### src/hw/pwm4_cfg.svh
// Purpose: Register offsets, field positions and reset values of the four channel PWM.
// Assumes: Byte wide register port, offsets are byte addresses on that port.
// Notes:   Definitions only.
`ifndef PWM4_CFG_SVH
`define PWM4_CFG_SVH

// ==========================================================================
// Register offsets
// ==========================================================================
`define PWM4_OFS_PERIOD_HI   8'hd1
`define PWM4_OFS_DUTY0_HI    8'hd2
`define PWM4_OFS_DUTY1_HI    8'hd3
`define PWM4_OFS_PRESCALE    8'hd4
`define PWM4_OFS_DUTY2_HI    8'hd5
`define PWM4_OFS_DUTY3_HI    8'hd6
`define PWM4_OFS_PERIOD_LO   8'hd9
`define PWM4_OFS_DUTY0_LO    8'hda
`define PWM4_OFS_DUTY1_LO    8'hdb
`define PWM4_OFS_CONTROL     8'hdc
`define PWM4_OFS_DUTY2_LO    8'hdd
`define PWM4_OFS_DUTY3_LO    8'hde

// ==========================================================================
// Main control register fields
// ==========================================================================
`define PWM4_CTL_RUN         7
`define PWM4_CTL_LOAD        6
`define PWM4_CTL_FLAG        5
`define PWM4_CTL_CLEAR       4
`define PWM4_CTL_INV_HI      3
`define PWM4_CTL_INV_LO      0

// ==========================================================================
// Value layout, reset values and special compare codes
// ==========================================================================
`define PWM4_HI_BITS         2
`define PWM4_RST_BYTE        8'h00
`define PWM4_RST_VAL         10'h000
`define PWM4_RST_PRESCALE    8'h00
`define PWM4_CNT_CLEAR_VAL   10'h000
`define PWM4_CMP_ALL_ONES    10'h3ff
`define PWM4_RST_LEVEL       1'b1

`endif

### src/hw/pwm4_pkg.sv
// Purpose: Shared types of the four channel PWM.
// Assumes: Constants come from pwm4_cfg.svh.
// Notes:   Types only.
package pwm4_pkg;

  // ==========================================================================
  // Types
  // ==========================================================================
  typedef logic [7:0] pwm4_byte_t;
  typedef logic [9:0] pwm4_val_t;
  typedef logic [3:0] pwm4_chan_t;

endpackage

### src/hw/pwm4_top.sv
// Purpose: Four channel 10-bit pulse width modulator with double buffered period and duty.
// Assumes: Byte register port with read data one cycle after the read strobe.
// Notes:   Pin latch set-up is left to software; outputs are internal channel levels.
//
// The plain strobed port was left to the implementer.
`timescale 1ns/10ps
`include "pwm4_cfg.svh"

module pwm4_top
  import pwm4_pkg::*;
(
  input  wire logic                 ref_clk,
  input  wire logic                 nrst,
  input  wire pwm4_pkg::pwm4_byte_t reg_addr,
  input  wire pwm4_pkg::pwm4_byte_t reg_wdata,
  input  wire logic                 reg_wr,
  input  wire logic                 reg_rd,
  output pwm4_pkg::pwm4_byte_t      reg_rdata,
  output pwm4_pkg::pwm4_chan_t      pwm_out
);
  import pwm4_pkg::*;

  // ==========================================================================
  // Declarations
  // ==========================================================================
  localparam pwm4_byte_t DUTY_LO_OFS [4] = '{`PWM4_OFS_DUTY0_LO, `PWM4_OFS_DUTY1_LO,
                                             `PWM4_OFS_DUTY2_LO, `PWM4_OFS_DUTY3_LO};
  localparam pwm4_byte_t DUTY_HI_OFS [4] = '{`PWM4_OFS_DUTY0_HI, `PWM4_OFS_DUTY1_HI,
                                             `PWM4_OFS_DUTY2_HI, `PWM4_OFS_DUTY3_HI};

  logic       run_q;
  logic       load_q;
  logic       flag_q;
  pwm4_chan_t inv_q;
  pwm4_byte_t prescale_q;
  pwm4_val_t  period_buf_q;
  pwm4_val_t  period_work_q;
  pwm4_val_t  cnt_q;
  pwm4_val_t  cnt_d;
  logic       xfer_q;
  pwm4_byte_t rdata_q;
  pwm4_byte_t rdata_d;
  pwm4_val_t  duty_buf_q  [4];
  pwm4_val_t  cmp_work_q  [4];
  pwm4_chan_t level_q;
  pwm4_chan_t out_q;

  logic       ctl_wr;
  logic       clear_req;
  logic       tick;
  logic       underflow;
  logic       xfer;

  // ==========================================================================
  // Write decode
  // ==========================================================================
  assign ctl_wr    = reg_wr && (reg_addr == `PWM4_OFS_CONTROL);
  assign clear_req = ctl_wr && reg_wdata[`PWM4_CTL_CLEAR];

  // ==========================================================================
  // Control and prescale registers
  // ==========================================================================
  always_ff @(posedge ref_clk or negedge nrst) begin
    if (!nrst) begin
      run_q <= 1'b0;
      inv_q <= 4'h0;
    end else if (ctl_wr) begin
      run_q <= reg_wdata[`PWM4_CTL_RUN];
      inv_q <= reg_wdata[`PWM4_CTL_INV_HI:`PWM4_CTL_INV_LO];
    end
  end

  // Load request: a software write wins over the hardware clear.
  always_ff @(posedge ref_clk or negedge nrst) begin
    if (!nrst) begin
      load_q <= 1'b0;
    end else if (ctl_wr) begin
      load_q <= reg_wdata[`PWM4_CTL_LOAD];
    end else if (xfer_q) begin
      load_q <= 1'b0;
    end
  end

  // Underflow flag: the hardware set wins over a software clear.
  always_ff @(posedge ref_clk or negedge nrst) begin
    if (!nrst) begin
      flag_q <= 1'b0;
    end else if (underflow) begin
      flag_q <= 1'b1;
    end else if (ctl_wr) begin
      flag_q <= reg_wdata[`PWM4_CTL_FLAG];
    end
  end

  always_ff @(posedge ref_clk or negedge nrst) begin
    if (!nrst) begin
      prescale_q <= `PWM4_RST_PRESCALE;
    end else if (reg_wr && (reg_addr == `PWM4_OFS_PRESCALE)) begin
      prescale_q <= reg_wdata;
    end
  end

  // ==========================================================================
  // Period holding buffer
  // ==========================================================================
  always_ff @(posedge ref_clk or negedge nrst) begin
    if (!nrst) begin
      period_buf_q <= `PWM4_RST_VAL;
    end else if (reg_wr && (reg_addr == `PWM4_OFS_PERIOD_LO)) begin
      period_buf_q[7:0] <= reg_wdata;
    end else if (reg_wr && (reg_addr == `PWM4_OFS_PERIOD_HI)) begin
      period_buf_q[9:8] <= reg_wdata[`PWM4_HI_BITS-1:0];
    end
  end

  // ==========================================================================
  // Counter clock
  // ==========================================================================
  pwm4_prescale u_prescale (
    .ref_clk (ref_clk),
    .nrst    (nrst),
    .run     (run_q),
    .restart (clear_req),
    .div     (prescale_q),
    .tick    (tick)
  );

  // ==========================================================================
  // Shared down counter
  // ==========================================================================
  assign underflow = tick && (cnt_q == `PWM4_CNT_CLEAR_VAL);
  assign xfer      = underflow && load_q;

  always_comb begin
    cnt_d = cnt_q;
    if (clear_req) begin
      cnt_d = `PWM4_CNT_CLEAR_VAL;
    end else if (underflow) begin
      cnt_d = load_q ? period_buf_q : period_work_q;
    end else if (tick) begin
      cnt_d = cnt_q - 10'h001;
    end
  end

  always_ff @(posedge ref_clk or negedge nrst) begin
    if (!nrst) begin
      cnt_q <= `PWM4_RST_VAL;
    end else begin
      cnt_q <= cnt_d;
    end
  end

  always_ff @(posedge ref_clk or negedge nrst) begin
    if (!nrst) begin
      period_work_q <= `PWM4_RST_VAL;
    end else if (xfer) begin
      period_work_q <= period_buf_q;
    end
  end

  always_ff @(posedge ref_clk or negedge nrst) begin
    if (!nrst) begin
      xfer_q <= 1'b0;
    end else begin
      xfer_q <= xfer;
    end
  end

  // ==========================================================================
  // Channels
  // ==========================================================================
  for (genvar ch = 0; ch < 4; ch++) begin : g_chan

    // Holding buffer of this channel's compare value.
    always_ff @(posedge ref_clk or negedge nrst) begin
      if (!nrst) begin
        duty_buf_q[ch] <= `PWM4_RST_VAL;
      end else if (reg_wr && (reg_addr == DUTY_LO_OFS[ch])) begin
        duty_buf_q[ch][7:0] <= reg_wdata;
      end else if (reg_wr && (reg_addr == DUTY_HI_OFS[ch])) begin
        duty_buf_q[ch][9:8] <= reg_wdata[`PWM4_HI_BITS-1:0];
      end
    end

    // Working compare value, loaded only at a period boundary.
    always_ff @(posedge ref_clk or negedge nrst) begin
      if (!nrst) begin
        cmp_work_q[ch] <= `PWM4_RST_VAL;
      end else if (xfer) begin
        cmp_work_q[ch] <= duty_buf_q[ch];
      end
    end

    // Comparator level; frozen while the counter is halted.
    always_ff @(posedge ref_clk or negedge nrst) begin
      if (!nrst) begin
        level_q[ch] <= `PWM4_RST_LEVEL;
      end else if (run_q) begin
        if (cmp_work_q[ch] == `PWM4_CMP_ALL_ONES) begin
          level_q[ch] <= 1'b0;
        end else begin
          level_q[ch] <= (cnt_q >= cmp_work_q[ch]);
        end
      end
    end

    // Output stage with polarity control.
    always_ff @(posedge ref_clk or negedge nrst) begin
      if (!nrst) begin
        out_q[ch] <= `PWM4_RST_LEVEL;
      end else begin
        out_q[ch] <= level_q[ch] ^ inv_q[ch];
      end
    end
  end

  assign pwm_out = out_q;

  // ==========================================================================
  // Read path
  // ==========================================================================
  always_comb begin
    rdata_d = `PWM4_RST_BYTE;
    if (reg_rd) begin
      case (reg_addr)
        `PWM4_OFS_CONTROL: begin
          rdata_d = {run_q, load_q, flag_q, 1'b0, inv_q};
        end
        `PWM4_OFS_PERIOD_LO: begin
          rdata_d = period_buf_q[7:0];
        end
        `PWM4_OFS_PERIOD_HI: begin
          rdata_d = {6'h00, period_buf_q[9:8]};
        end
        `PWM4_OFS_PRESCALE: begin
          rdata_d = prescale_q;
        end
        default: begin
          rdata_d = `PWM4_RST_BYTE;
        end
      endcase
      for (int i = 0; i < 4; i++) begin
        if (reg_addr == DUTY_LO_OFS[i]) begin
          rdata_d = duty_buf_q[i][7:0];
        end
        if (reg_addr == DUTY_HI_OFS[i]) begin
          rdata_d = {6'h00, duty_buf_q[i][9:8]};
        end
      end
    end
  end

  always_ff @(posedge ref_clk or negedge nrst) begin
    if (!nrst) begin
      rdata_q <= `PWM4_RST_BYTE;
    end else begin
      rdata_q <= rdata_d;
    end
  end

  assign reg_rdata = rdata_q;

endmodule

### src/hw/pwm4_prescale.sv
// Purpose: Counter clock enable for the PWM down counter.
// Assumes: Divider field value N gives one tick every N+1 system clocks.
// Notes:   Ticks only while running; a restart realigns the divider.
`timescale 1ns/10ps
`include "pwm4_cfg.svh"

module pwm4_prescale
  import pwm4_pkg::*;
(
  input  wire logic              ref_clk,
  input  wire logic              nrst,
  input  wire logic              run,
  input  wire logic              restart,
  input  wire pwm4_pkg::pwm4_byte_t div,
  output logic                   tick
);
  import pwm4_pkg::*;

  pwm4_byte_t div_cnt_q;

  // ==========================================================================
  // Divider
  // ==========================================================================
  // A tick is issued when the divider reaches the programmed ratio.
  assign tick = run && !restart && (div_cnt_q >= div);

  always_ff @(posedge ref_clk or negedge nrst) begin
    if (!nrst) begin
      div_cnt_q <= `PWM4_RST_PRESCALE;
    end else if (!run || restart || tick) begin
      div_cnt_q <= `PWM4_RST_PRESCALE;
    end else begin
      div_cnt_q <= div_cnt_q + 8'h01;
    end
  end

endmodule

### config.mk
export PLATFORM = sky130hd
export DESIGN_NAME = pwm4_top
export DESIGN_NICKNAME = d
export VERILOG_FILES = /design/src/hw/pwm4_pkg.sv /design/src/hw/pwm4_top.sv /design/src/hw/pwm4_prescale.sv
export VERILOG_INCLUDE_DIRS = /design/src /design/src/hw
export SDC_FILE = /design/constraint.sdc
export NUM_CORES = 1
export LEC_CHECK = 0
export ABC_CLOCK_PERIOD_IN_PS = 2730
export BUFFER_PORTS_ARGS = -buffer_cell sky130_fd_sc_hd__buf_4
export CAP_MARGIN = 20
export CORE_MARGIN = 5
export CORE_UTILIZATION = 30
export DETAILED_ROUTE_END_ITERATION = 6
export PLACE_DENSITY = 0.46
export RECOVER_POWER = 25
export REMOVE_ABC_BUFFERS = 1
export SLEW_MARGIN = 20
export SYNTH_ARGS = -nofsm -noshare
export SYNTH_HDL_FRONTEND = slang
export SYNTH_HIERARCHICAL = 1
export SYNTH_SLANG_ARGS = --single-unit
### constraint.sdc
create_clock -name ref_clk -period 2.73 [get_ports ref_clk]
set_clock_uncertainty 0.1 [all_clocks]
set_input_delay 0.546 -clock ref_clk [delete_from_list [all_inputs] [get_ports ref_clk]]
set_output_delay 0.546 -clock ref_clk [all_outputs]
set_load 0.01 [all_outputs]
# After elaboration in Yosys (flattened, before gate mapping)

Cells that the tools add are included.
Widths: inputs -> output; s select.

Logic and storage cells: 117
Register bits after elaboration: 150
Output and inout bits: 12
Input bits: 20

Mux-type cells: 23
Reductions and logical operators: 30
Bitwise gates (word level): 9
Equality and inequality tests: 16
$add $sub $neg: 2
$lt $le $gt $ge: 5

Operators by type and width:

| operator              | number |
|---|---|
| $eq 8x8->1 const B    | 12 |
| $mux 8                | 10 |
| $eq 10x10->1 const B  | 4 |
| $ge 10x10->1          | 4 |
| $mux 10               | 4 |
| $pmux 8 s4            | 1 |
| $logic_and 1x1->1     | 17 |
| $logic_not 10->1      | 1 |
| $reduce_and 2->1      | 5 |
| $sub 10x1->10 const B | 1 |
| $add 8x1->8 const B   | 1 |
| $ge 8x8->1            | 1 |
| $mux 1                | 8 |
| $not 1->1             | 5 |
| $reduce_bool 2->1     | 2 |
| $xor 1x1->1           | 4 |
| $reduce_bool 3->1     | 1 |
| $logic_not 1->1       | 2 |
| $logic_or 1x1->1      | 2 |

# Logic depth before layout (Yosys ltp)

Gate-level depths: netlist of run 1.

Depth after elaboration: 11
Mapped depth: 16
Mapped depth without buffers: 11

# Cells and area by module

The synthesis of run 1 kept the hierarchy.

Modules (own cells, without submodules):

| module        | cells an instance | area an instance (um^2) | seq. area each (um^2) | times used |
|---|---|---|---|---|
| pwm4_top      | 670               | 7255.7                  | 3563.4                | 1 |
| pwm4_prescale | 60                | 625.6                   | 200.2                 | 1 |

# Worst setup path before layout of run 1

OpenSTA, ideal clock, no wires.

Kind: input to register
Start point: input reg_addr[2]
End point: register cnt_q[3]
Arrival time: 3177 ps
Stages: 16
Setup time: 78 ps
Data required time: 2552 ps
Buffers on the path: 6
Slack: -625 ps
Cells stage by stage: buf_2 -> nor2b_1 -> buf_2 -> nand3_1 -> nor2_1 -> buf_1 -> nand2b_1 -> buf_1 -> nor2b_1 -> and3b_1 -> clkbuf_1 -> and3_1 -> clkbuf_1 -> nor3_1 -> a31oi_1 -> a21oi_1

Word-level cells in the longest chain between the ends: 9
Elaborated cells on any way between the ends: 10
Classes of those cells: 1 x eq/ne; 2 x mux; 7 x reduce/logical

Ends and longest elaborated chain:

| item                               | line                | text |
|---|---|---|
| from (decl)                        | pwm4_top.sv:14      | `input wire pwm4_pkg::pwm4_byte_t reg_addr,` |
| $eq 8x8->1 (*)                     | --                  |  |
| $logic_and 1x1->1 (*)              | pwm4_top.sv:57      | `` assign ctl_wr = reg_wr && (reg_addr == `PWM4_OFS_CONTROL); `` |
| $logic_and 1x1->1 (*)              | pwm4_top.sv:58      | `` assign clear_req = ctl_wr && reg_wdata[`PWM4_CTL_CLEAR]; `` |
| net clear_req                      | pwm4_top.sv:49      | `logic clear_req;` |
| $logic_not 1->1 (*)                | pwm4_prescale.sv:25 | `assign tick = run && !restart && (div_cnt_q >= div);` |
| $logic_and 1x1->1 (*) (2 in a row) | pwm4_prescale.sv:25 |  |
| net tick                           | pwm4_top.sv:50      | `logic tick;` |
| $logic_and 1x1->1                  | pwm4_top.sv:131     | `` assign underflow = tick && (cnt_q == `PWM4_CNT_CLEAR_VAL); `` |
| $mux 10                            | pwm4_top.sv:138     | `end else if (underflow) begin` |
| $mux 10                            | pwm4_top.sv:136     | `if (clear_req) begin` |
| to (signal assigned)               | pwm4_top.sv:147     | `` cnt_q <= `PWM4_RST_VAL; `` |
| to (signal assigned)               | pwm4_top.sv:149     | `cnt_q <= cnt_d;` |
| to (decl)                          | pwm4_top.sv:38      | `pwm4_val_t cnt_q;` |

Mark *: on every way through the listed nets, which the timed path passes. The rest lies on a longest branch.
A chain may end at the register's enable or synchronous reset.

# Worst setup path in the final report of run 1

Start point: register u_prescale.div_cnt_q[2]
End point: register cnt_q[0]

Word-level cells in the longest chain between the ends: 5
Elaborated cells on any way between the ends: 6
Classes of those cells: 1 x order compare; 2 x mux; 3 x reduce/logical

Ends and longest elaborated chain:

| item                   | line                | text |
|---|---|---|
| from (decl)            | pwm4_prescale.sv:19 | `pwm4_byte_t div_cnt_q;` |
| from (signal assigned) | pwm4_prescale.sv:29 | `` div_cnt_q <= `PWM4_RST_PRESCALE; `` |
| from (signal assigned) | pwm4_prescale.sv:31 | `` div_cnt_q <= `PWM4_RST_PRESCALE; `` |
| from (signal assigned) | pwm4_prescale.sv:33 | `div_cnt_q <= div_cnt_q + 8'h01;` |
| $ge 8x8->1 (*)         | pwm4_prescale.sv:25 |  |
| $logic_and 1x1->1 (*)  | pwm4_prescale.sv:25 |  |
| net tick               | pwm4_top.sv:50      |  |
| $logic_and 1x1->1      | pwm4_top.sv:131     |  |
| $mux 10                | pwm4_top.sv:138     |  |
| $mux 10                | pwm4_top.sv:136     |  |

Marks and branches as above.

==> results of run 1 <==
-- flip-flops by register name (all words and copies together), names as in the netlist, 4 cells and up --
name                  flops
inv_q                     4
prescale_q                8
period_buf_q             10
cmp_work_q               40
pwm_out                   4
cnt_q                    10
period_work_q            10
duty_buf_q               40
level_q                   4
reg_rdata                 8
u_prescale/div_cnt_q      8
-- layout by cell type (no fill, tap or decap), types with 17 or more instances in the layout --
cell type | synthesis | final
mux2_2 | 78 | 78
o21ai_0 | 56 | 52
clkbuf_16 | 0 | 17
dfrtp_1 | 142 | 142
nand2_1 | 63 | 60
a21oi_1 | 34 | 33
buf_4 | 0 | 93
ha_1 | 50 | 48
nor2_1 | 27 | 27
inv_1 | 56 | 55
mux2i_1 | 21 | 21
-- stage by stage --
stage          setup TNS (ps)  area [um^2]
2_1_floorplan          -67340         7740
3_3_place_gp            -3780         8980
3_5_place_dp            -6620         8980
4_1_cts                -0.896         9650
5_1_grt                 -1060         9710
6_report                    0         9710
-- worst max-delay path: stages (launching register included) --
cell and delay, ps:
dfrtp_1 410, ha_4 170, or4_4 520, a21oi_4 150, o31ai_4 90, nor2b_4 170
buf_6 110, and3b_2 220, and3_4 180, buf_6 120, mux2i_1 110, mux2i_1 150
nor2_1 50
-- power breakdown --
part | switching [mW] | leakage, nW | internal [mW] | total, mW
Combinational | 0.984 | 2.46 | 0.681 | 1.67
Clock | 1.06 | 0.297 | 1.39 | 2.45
Sequential | 0.272 | 1.89 | 2.50 | 2.77
Total | 2.32 | 4.65 | 4.57 | 6.89
-- cells by family (layout without fill, tap and decap cells) --
| group | count (synthesis) | after routing |
|---|---|---|
| adders and majority gates | 50 | 50 |
| buffers and inverters | 87 | 192 |
| and+or+nand+nor | 186 | 187 |
| xor gates and xnor gates | 11 | 11 |
| DFF | 150 | 150 |
| AOI/OAI and AO/OA | 143 | 143 |
| muxes | 103 | 103 |
-- final cells by class --
cell class / instances / area, um^2
Sequential cell: 150 / 3760
Tap cell: 335 / 419
Clock inverter: 15 / 179
Clock buffer: 17 / 425
Fill cell: 2622 / 16300
Multi-Input combinational cell: 494 / 3870
Timing Repair Buffer: 104 / 850
Inverter: 56 / 210
-- worst paths after layout --
| check | start | end | slack [ps] | depth (start not counted) |
|---|---|---|---|---|
| max | u_prescale/div_cnt_q[2] | cnt_q[0] | 30 | 12 |
| min | xfer_q | load_q | 330 | 1 |
| max reg2reg | u_prescale/div_cnt_q[2] | cnt_q[0] | 30 | 12 |
| min reg2reg | xfer_q | load_q | 330 | 1 |
| max in group asynchronous | nrst | level_q[1] | 560 | 3 |
| min in group asynchronous | nrst | cnt_q[9] | 840 | 2 |
-- repair_timing --
item,CTS,global route
endpoints found under the setup margin,58,54
hold endpoints to repair,33,0
gates resized for setup,13,16
hold buffers,1,0
buffers inserted,1,3
cloned,0,1
pin swaps,5,12
-- per-layer routing --
metal,wire [um],vias up,track usage [%]
met1,12100,2887,24.4
met2,10500,119,25.0
li1,-,2801,-
met3,935,19,3.36
met4,303,0,3.79
met5,0,-,0
==> results.md, run 1 <==
- Status: completed
- Unrepaired setup endpoints after global routing: yes
- Fin. max-slew vios: 0
- Synth cell count leaders: 142 x dfrtp_1, 78 x mux2_2, 63 x nand2_1
- CTS tree: yes
- Clock latency on the worst-skew pair: 430 ps
- Largest family of logic cells by synthesized area: multiplexers
- PortBufs: 31
- CTS buffer count: 17
- Dpl cells: 1133
- Yosys top cell area share: 45.1%
- Post-synthesis sequential area ratio: 47.8%
- Largest net degree at the start of global routing: 55
- Fin. Hold Viols: 0
- Critical Path End Type: flip-flop
- Max_cap viols: 0
- Vias in the first global route: 5889
- Die width: 172 um
- Starting density of the core: 30.3%
- Routed wire length per instance: approximately 20 um
- 1st-iter DRT viols: roughly 390
- Post-synthesis mux area share: between 10% and 20%
- Diode count: 0
- Top cells by area, synth: dfrtp_1 45%, mux2_2 11%, ha_1 7.9%
- Tcrit/Tclk final: a little over nine tenths
- Die Y: 172 um
- Vias per cell: 4.98
- Slew @ Worst Pin: ~1300 ps
- FMAX: between 300 and 400 MHz
- Ys async rst share: 100%
- Max clock buf depth: 2
- Global placer's final weighted congestion: about 0.82
- PwrDens: 709 mW/mm^2
- Total chip power: between 6 and 7 mW
- Crit path required time: 2940 ps
- Critical path arrival: just under 3000 ps
- Tmin final: around 2700 ps
- Non-filler instance count after layout: 1171
- Core Area: roughly 0.026 mm^2
- Cells after Synth: 730
- Crit path kind: flip-flop to flip-flop
- Final net count: 893
- Xor/xnor share of the synthesized area: 1.22%
- Hold slack: 326 ps
- Syn avg cell area: 10.8 um^2
- Cell taking the most area after synthesis: dfrtp_1
- Worst VDD drop: 0.000276 V
- Simple-gate share of the synthesized area: 12.7%
- Most frequent cell after synthesis: dfrtp_1
- Total track usage: 16.5%
- Top FF cell, synth: dfrtp_1
- I/O pins: 32
- CTS Sinks: 150
- EDFF count, synth: 0
- DR DRC count: 0
- Final core occ: 37.4%
- Compound-cell area share of the yosys netlist: 11.4%
- Final WS setup: between 30 and 40 ps
- DRT Pass-1 Iters: 4
- Setup violators final: 0
- Syn. warnings: 6
- Root Driver: clkbuf_16
- Adder-Cell Fraction of Synth Area: slightly below 8%
- DPL Wire Length: between 15000 and 20000 um
- Cell Area, Synth: 0.00788 mm^2
- Leak: 4.65 nW
- Layout Area Growth over Synthesis: 23.2%
- First-pass GRT wire length: about 36000 um
- H-tree depth: 4
- Hold Crit Class: flip-flop to flip-flop
- Die ar.: around 0.030 mm^2
- Crit start category: flip-flop
- Share of cells above drive strength 1: between 30% and 40%
- Worst slew margin: between 10% and 20%
- Register bit total from synthesis: 150
- DR vias: 5826
- Post-synth cell types: 54
- WL final: 23800 um
- Crit path max fanout: 3
- Initial antenna violation count: 0
- Worst slack, placed: -207 ps
- Gr ovfl total: 0
- Final ANT Viol Nets: 0
- Row cnt: just under 60
- Worst-path clk slew: 70 ps
Note: power is estimated with default switching activity, not from simulation.
==> run 2, diff against run 1 <==
Settings changed: ABC_CLOCK_PERIOD_IN_PS 2730 to 3070, PLACE_DENSITY 0.46 to default, PLACE_DENSITY_LB_ADDON from default to 0.15.
Clock period 2.73 ns to 3.07 ns, I/O delays scaled along.
==> run 2 against run 1 <==
  * The flow now finishes with violations (max-capacitance violations, max-slew violations)
  * Wire length is 0.66% higher
  * First-iteration DRC count is 8.8% lower
  * Combinational power is 25% lower
  * Critical path depth is 2 lower
  * Via count is 0.26% lower
  * Non-clock buffer count is 38 lower
  * Clock-buffer cell count is 4 higher
  * Global-route usage is 0.42 points higher
  * Fmax is 4.6% lower
  * Total power is 13% lower
  * Sequential power is 7% lower
  * Critical path type unchanged
==> results.md, run 2 (synthesis results as in run 1) <==
- Status: finished, violations left
- Failing checks: max-capacitance violations, max-slew violations
- Commonest non-fill, non-tap cell in the layout: dfrtp_1
- CTS Hold Buffers Added: 0 (-1)
- Crit path kind: flip-flop to flip-flop
- Final ANT Viol Nets: 0 (unchanged)
- Crit start category: flip-flop
- First-pass GRT wire length: 37300 um (+2.2%)
- Sw Pwr: 1.88 mW (-19%)
- Fin. max-slew vios: 77 (+77)
- Dpl cells: 1100 (-2.9%)
- FF+latch area: 0.00376 mm^2 (unchanged)
- Row cnt: 59 (unchanged)
- Hold Path Cell Cnt: 1 (unchanged)
- CTS Sinks: 150 (unchanged)
- CP cell instances: inv_1 > ha_1 > o21a_1 > a21oi_1 > o31ai_4 > nor2b_4 > nand3b_1 > nor3_4 > nand3_4 > mux2_4
- Final WS setup: 242 ps (+209 ps)
- Critical Path End Type: flip-flop
- Fin. Hold Viols: 0 (unchanged)
- Final core occ: 35.8% (-1.6 points)
- Routed wire length per instance: 21.2 um (+4.3%)
- Core Area: 0.0260 mm^2 (unchanged)
- Net Sw Frac: 31.5% (-2.2 points)
- Vias per cell: 5.14 (+3.4%)
- FMAX: 354 MHz (-4.6%)
- Total track usage: 16.9% (+0.42 points)
- Worst slew margin: -38.6% (-53 points)
- PwrDens: 642 mW/mm^2 (-9.5%)
- Logic pwr share: 20.9% (-3.3 points)
- DR vias: 5811 (-0.26%)
- Crit path required time: 3270 ps (+330 ps)
- CTS tree: yes
- Critical path arrival: 3030 ps (+130 ps)
- Unrepaired setup endpoints after global routing: no
- Largest net degree at the start of global routing: 78 (+42%)
- Leak: 4.42 nW (-4.8%)
- Hold Crit Class: flip-flop to flip-flop
- I/O pins: 32 (unchanged)
- WL final: 24000 um (+0.66%)
- Resized cells post-CTS: 1 (-12)
- Vias in the first global route: 6002 (+1.9%)
- H-tree depth: 4 (unchanged)
- Layout Area Growth over Synthesis: 17.9%
- Tcrit/Tclk final: 92.1% (-6.7 points)
- Critical path's slowest cell: mux2_4
- CP delay by family, top: simple AND/OR/NAND/NOR gates
- Worst VDD drop: 0.000275 V (-0.43%)
- Worst slack, placed: -49.0 ps (+158 ps)
- Clock latency on the worst-skew pair: 430 ps (about the same)
- Initial antenna violation count: 0 (unchanged)
- DR DRC count: 0 (unchanged)
- Diode count: 0 (unchanged)
- PortBufs: 31 (unchanged)
- Root Driver: clkbuf_16
- Largest regs: cmp_work_q x40, duty_buf_q x40
- Global placer's final weighted congestion: 0.829 (+1.6%)
- Internal power: 4.09 mW (-11%)
- Worst path max stage delay: 400 ps (-120 ps)
- Most frequent cells in the layout: 142 x dfrtp_1, 78 x mux2_2, 63 x nand2_1, 63 x buf_4
- WP buf/inv: 1 (-1)
- Post-route design area: 0.00929 mm^2 (-4.3%)
- DRT Pass-1 Iters: 5 (+1)
- Final net count: 854 (-4.4%)
- Die Y: 172 um (unchanged)
- Max_cap viols: 1 (+1)
- Tmin final: 2830 ps (+131 ps)
- Setup violators final: 0 (unchanged)
- Non-filler instance count after layout: 1130 (-3.5%)
- Starting density of the core: 30.3% (unchanged)
- Max clock buf depth: 2 (unchanged)
- R2R depth: 10 (-2)
- Die ar.: 0.0296 mm^2 (unchanged)
- Worst R2R Setup Slack: 240 ps (+210 ps)
- Levels on crit path: 10 (-2)
- Seq pwr share: 43.2% (+3.0 points)
- Worst-path clk slew: 60 ps (about the same)
- Postcts setup bufs: 0 (-1)
- Die width: 172 um (unchanged)
- Clock Power Share: 35.9% (+0.3 points)
- 1st-iter DRT viols: 354 (-8.8%)
- CTS buffer count: 17 (unchanged)
- Placement Cell Area: 0.00869 mm^2 (-3.2%)
- Area of the multi-input gates: 0.00378 mm^2 (-2.1%)
- Share of cells above drive strength 1: 26.0% (-5.5 points)
- Gr ovfl total: 0 (unchanged)
- DPL Wire Length: 17800 um (+1.8%)
- Fillcell total: 2631 (+0.34%)
- Slew @ Worst Pin: 2080 ps (+797 ps)
- Crit path max fanout: 18 (+15)
-- run 2: area by class of cell --
class,count,share of cell area [%]
Timing Repair Buffer,66,5.58
Multi-Input combinational cell,493,40.7
Clock inverter,9,1.36
Inverter,56,2.26
Sequential cell,150,40.5
Clock buffer,21,5.06
Tap cell,335,4.51
-- run 2: power by group through the flow --
stage	clock [mW]	sequential, mW	combinational, mW
floorplan	0	2.46	0.811
global placement	0	2.61	1.21
finish	2.14	2.58	1.25
CTS	2.19	2.59	1.26
detailed placement	0	2.62	1.25
global route	2.27	2.62	1.44
-- run 2: worst paths after layout --
path / endpoint / start
worst max-delay path: period_work_q[9] / prescale_q[3]
worst min-delay path: load_q / xfer_q
worst max register to register: period_work_q[9] / prescale_q[3]
worst min register to register: load_q / xfer_q
max in group asynchronous: pwm_out[3] / nrst
min in group asynchronous: cnt_q[3] / nrst
-- run 2: routing by layer --
| layer | wire (um) | global-route usage [%] |
|---|---|---|
| met4 | 443 | 5.09 |
| met5 | 0 | 0 |
| met2 | 10900 | 26.0 |
| met3 | 1040 | 3.41 |
| met1 | 11600 | 24.3 |
-- run 2: metrics by stage --
| step | power (mW) | hold slack (ps) | setup TNS, ps |
|---|---|---|---|
| CTS | 6.04 | 175 | 0 |
| detailed placement | 3.87 | 324 | -454 |
| global route | 6.33 | 366 | 0 |
| finish | 5.97 | 341 | 0 |
| global placement | 3.83 | 324 | 0 |
| floorplan | 3.27 | 218 | -50670 |
==> run 3, diff against run 2 <==
Settings changed: CORE_UTILIZATION 30 to 25.
==> run 3 against run 2 <==
  * The flow now finishes without violations
  * Worst hold slack worse by 7.9 ps
  * Via count is 0.50% lower
  * Die area is 19% higher
  * Critical path type unchanged
  * Largest power group unchanged
  * Highest routed layer unchanged
==> results.md, run 3 (synthesis results as in run 1) <==
- First-pass GRT wire length: 38400 um (+2.9%)
- Vias per cell: 4.81 (-6.5%)
- Total chip power: 5.90 mW (-1.0%)
- Final WS setup: 295 ps (+53.0 ps)
- Hold Crit Class: flip-flop to flip-flop
- Unrepaired setup endpoints after global routing: no
- H-tree depth: 4 (unchanged)
- Share of cells above drive strength 1: 26.4% (+0.34 points)
- Crit start category: flip-flop
- Tmin final: 2780 ps (-53.0 ps)
- Worst slew margin: 34.8% (+73 points)
- 1st-iter DRT viols: 383 (+8.2%)
- Global placer's final weighted congestion: 0.799 (-3.7%)
- Fin. Hold Viols: 0 (unchanged)
- Worst VDD drop: 0.000347 V (+26%)
- Critical Path End Type: flip-flop
- Most frequent cells in the layout: 142 x dfrtp_1, 78 x mux2_2, 64 x buf_4
- Layout Area Growth over Synthesis: 18.7%
- Die ar.: 0.0352 mm^2 (+19%)
- Largest net degree at the start of global routing: 100 (+28%)
- CTS buffer count: 17 (unchanged)
- DPL Wire Length: 18200 um (+2.2%)
- Crit path required time: 3280 ps (about the same)
- CTS Sinks: 150 (unchanged)
- Root Driver: clkbuf_16
- Worst-path clk slew: 70 ps (about the same)
- Status: completed
- PortBufs: 31 (unchanged)
- DRT Pass-1 Iters: 5 (unchanged)
- Row cnt: 65 (+10%)
- Final ANT Viol Nets: 0 (unchanged)
- Setup_tns: 0 ps (unchanged)
- Diode count: 0 (unchanged)
- Slew @ Worst Pin: 979 ps (-1100 ps)
- Setup violators final: 0 (unchanged)
- Total track usage: 14.4% (-2.5 points)
- DR DRC count: 0 (unchanged)
- Vias in the first global route: 5979 (-0.38%)
- Starting density of the core: 25.2% (-5.2 points)
- Crit path max fanout: 4 (-14)
- Max clock buf depth: 2 (unchanged)
- Commonest non-fill, non-tap cell in the layout: dfrtp_1
- Clock latency on the worst-skew pair: 430 ps (about the same)
- Max_cap viols: 0 (-1)
- Gr ovfl total: 0 (unchanged)
- PwrDens: 631 mW/mm^2 (-1.8%)
- Final net count: 857 (+0.35%)
- Routed wire length per instance: 20.6 um (-3.1%)
- Die width: 188 um (+9.0%)
- Critical path arrival: 2990 ps (-40 ps)
- Tcrit/Tclk final: 90.4% (-1.7 points)
- CTS tree: yes
- Fin. max-slew vios: 0 (-100%)
- Hold slack: 333 ps (-7.88 ps)
- Crit path kind: flip-flop to flip-flop
- Initial antenna violation count: 0 (unchanged)
- WL final: 24800 um (+3.1%)
- DR vias: 5782 (-0.50%)
- Worst slack, placed: 103 ps (+152 ps)
- Largest regs: cmp_work_q x40, duty_buf_q x40
- Die Y: 188 um (+9.0%)
- Fillcell total: 3245 (+23%)
- Leak: 4.41 nW (-0.40%)
- FMAX: 360 MHz (+1.9%)
- I/O pins: 32 (unchanged)
- Core Area: 0.0313 mm^2 (+20%)
[run 3: changes by cell type in the layout (fill, tap and decap cells not counted), sizes merged, moves of 2 or more]
| cell | change |
|---|---|
| inv | +6 |
| bufinv | -2 |
| clkinvlp | +3 |
| clkbuf | -3 |
[run 3: path summary, 6_finish.rpt]
kind | from | slack (ps) | cells past startpoint | to
setup / recovery | prescale_q[4] | 290 | 12 | cnt_q[6]
setup reg to reg | prescale_q[4] | 290 | 12 | cnt_q[6]
hold / removal | xfer_q | 330 | 1 | load_q
max in group asynchronous | nrst | 620 | 3 | cmp_work_q[28]
hold reg to reg | xfer_q | 330 | 1 | load_q
min in group asynchronous | nrst | 760 | 2 | cnt_q[3]
[run 3: through the flow]
stage,util [%],area [um^2],instances
2_1_floorplan,-,7740,699
3_3_place_gp,28.1,8790,1169
3_5_place_dp,28.1,8790,1169
4_1_cts,29.9,9370,1202
5_1_grt,29.9,9360,1202
6_report,29.9,9360,1202
[run 3: timing repair]
action | CTS | global route
setup buffers | 0 | 0
hold buffers | 1 | 0
resized for setup | 0 | 2
endpoints found under the hold margin | 12 | 0
endpoints found under the setup margin | 0 | 34
[run 3: layout make-up]
class	count	area (um^2)	area share, %
well taps	402	503	5.37
multi-input cells	493	3780	40.4
clock buffers	17	425	4.55
clock inverters	15	143	1.52
inverters	56	210	2.25
flip-flops and latches	150	3760	40.2
repair buffers	69	531	5.67
[run 3: critical path: stages, from the launching register on]
cell and delay [ps]:
dfrtp_1 370, inv_1 60, ha_1 270, o21a_1 120, a21oi_1 90, o31ai_4 320
nor2b_4 250, nand3b_1 160, buf_4 180, or4_1 420, buf_4 150, a21oi_1 130
nor2_1 50
[run 3: layer usage]
| metal | share of wire, % | global-route usage, % |
|---|---|---|
| met1 | 50 | 20.9 |
| met2 | 45 | 21.9 |
| met3 | 3.0 | 2.68 |
| met4 | 2.1 | 4.21 |
| met5 | 0 | 0 |
[run 3: where the power goes]
part | total (mW) | leakage (nW) | internal, mW | switching [mW]
registers | 2.51 | 1.89 | 2.22 | 0.294
clock network | 2.05 | 0.269 | 1.13 | 0.915
logic | 1.34 | 2.25 | 0.554 | 0.789
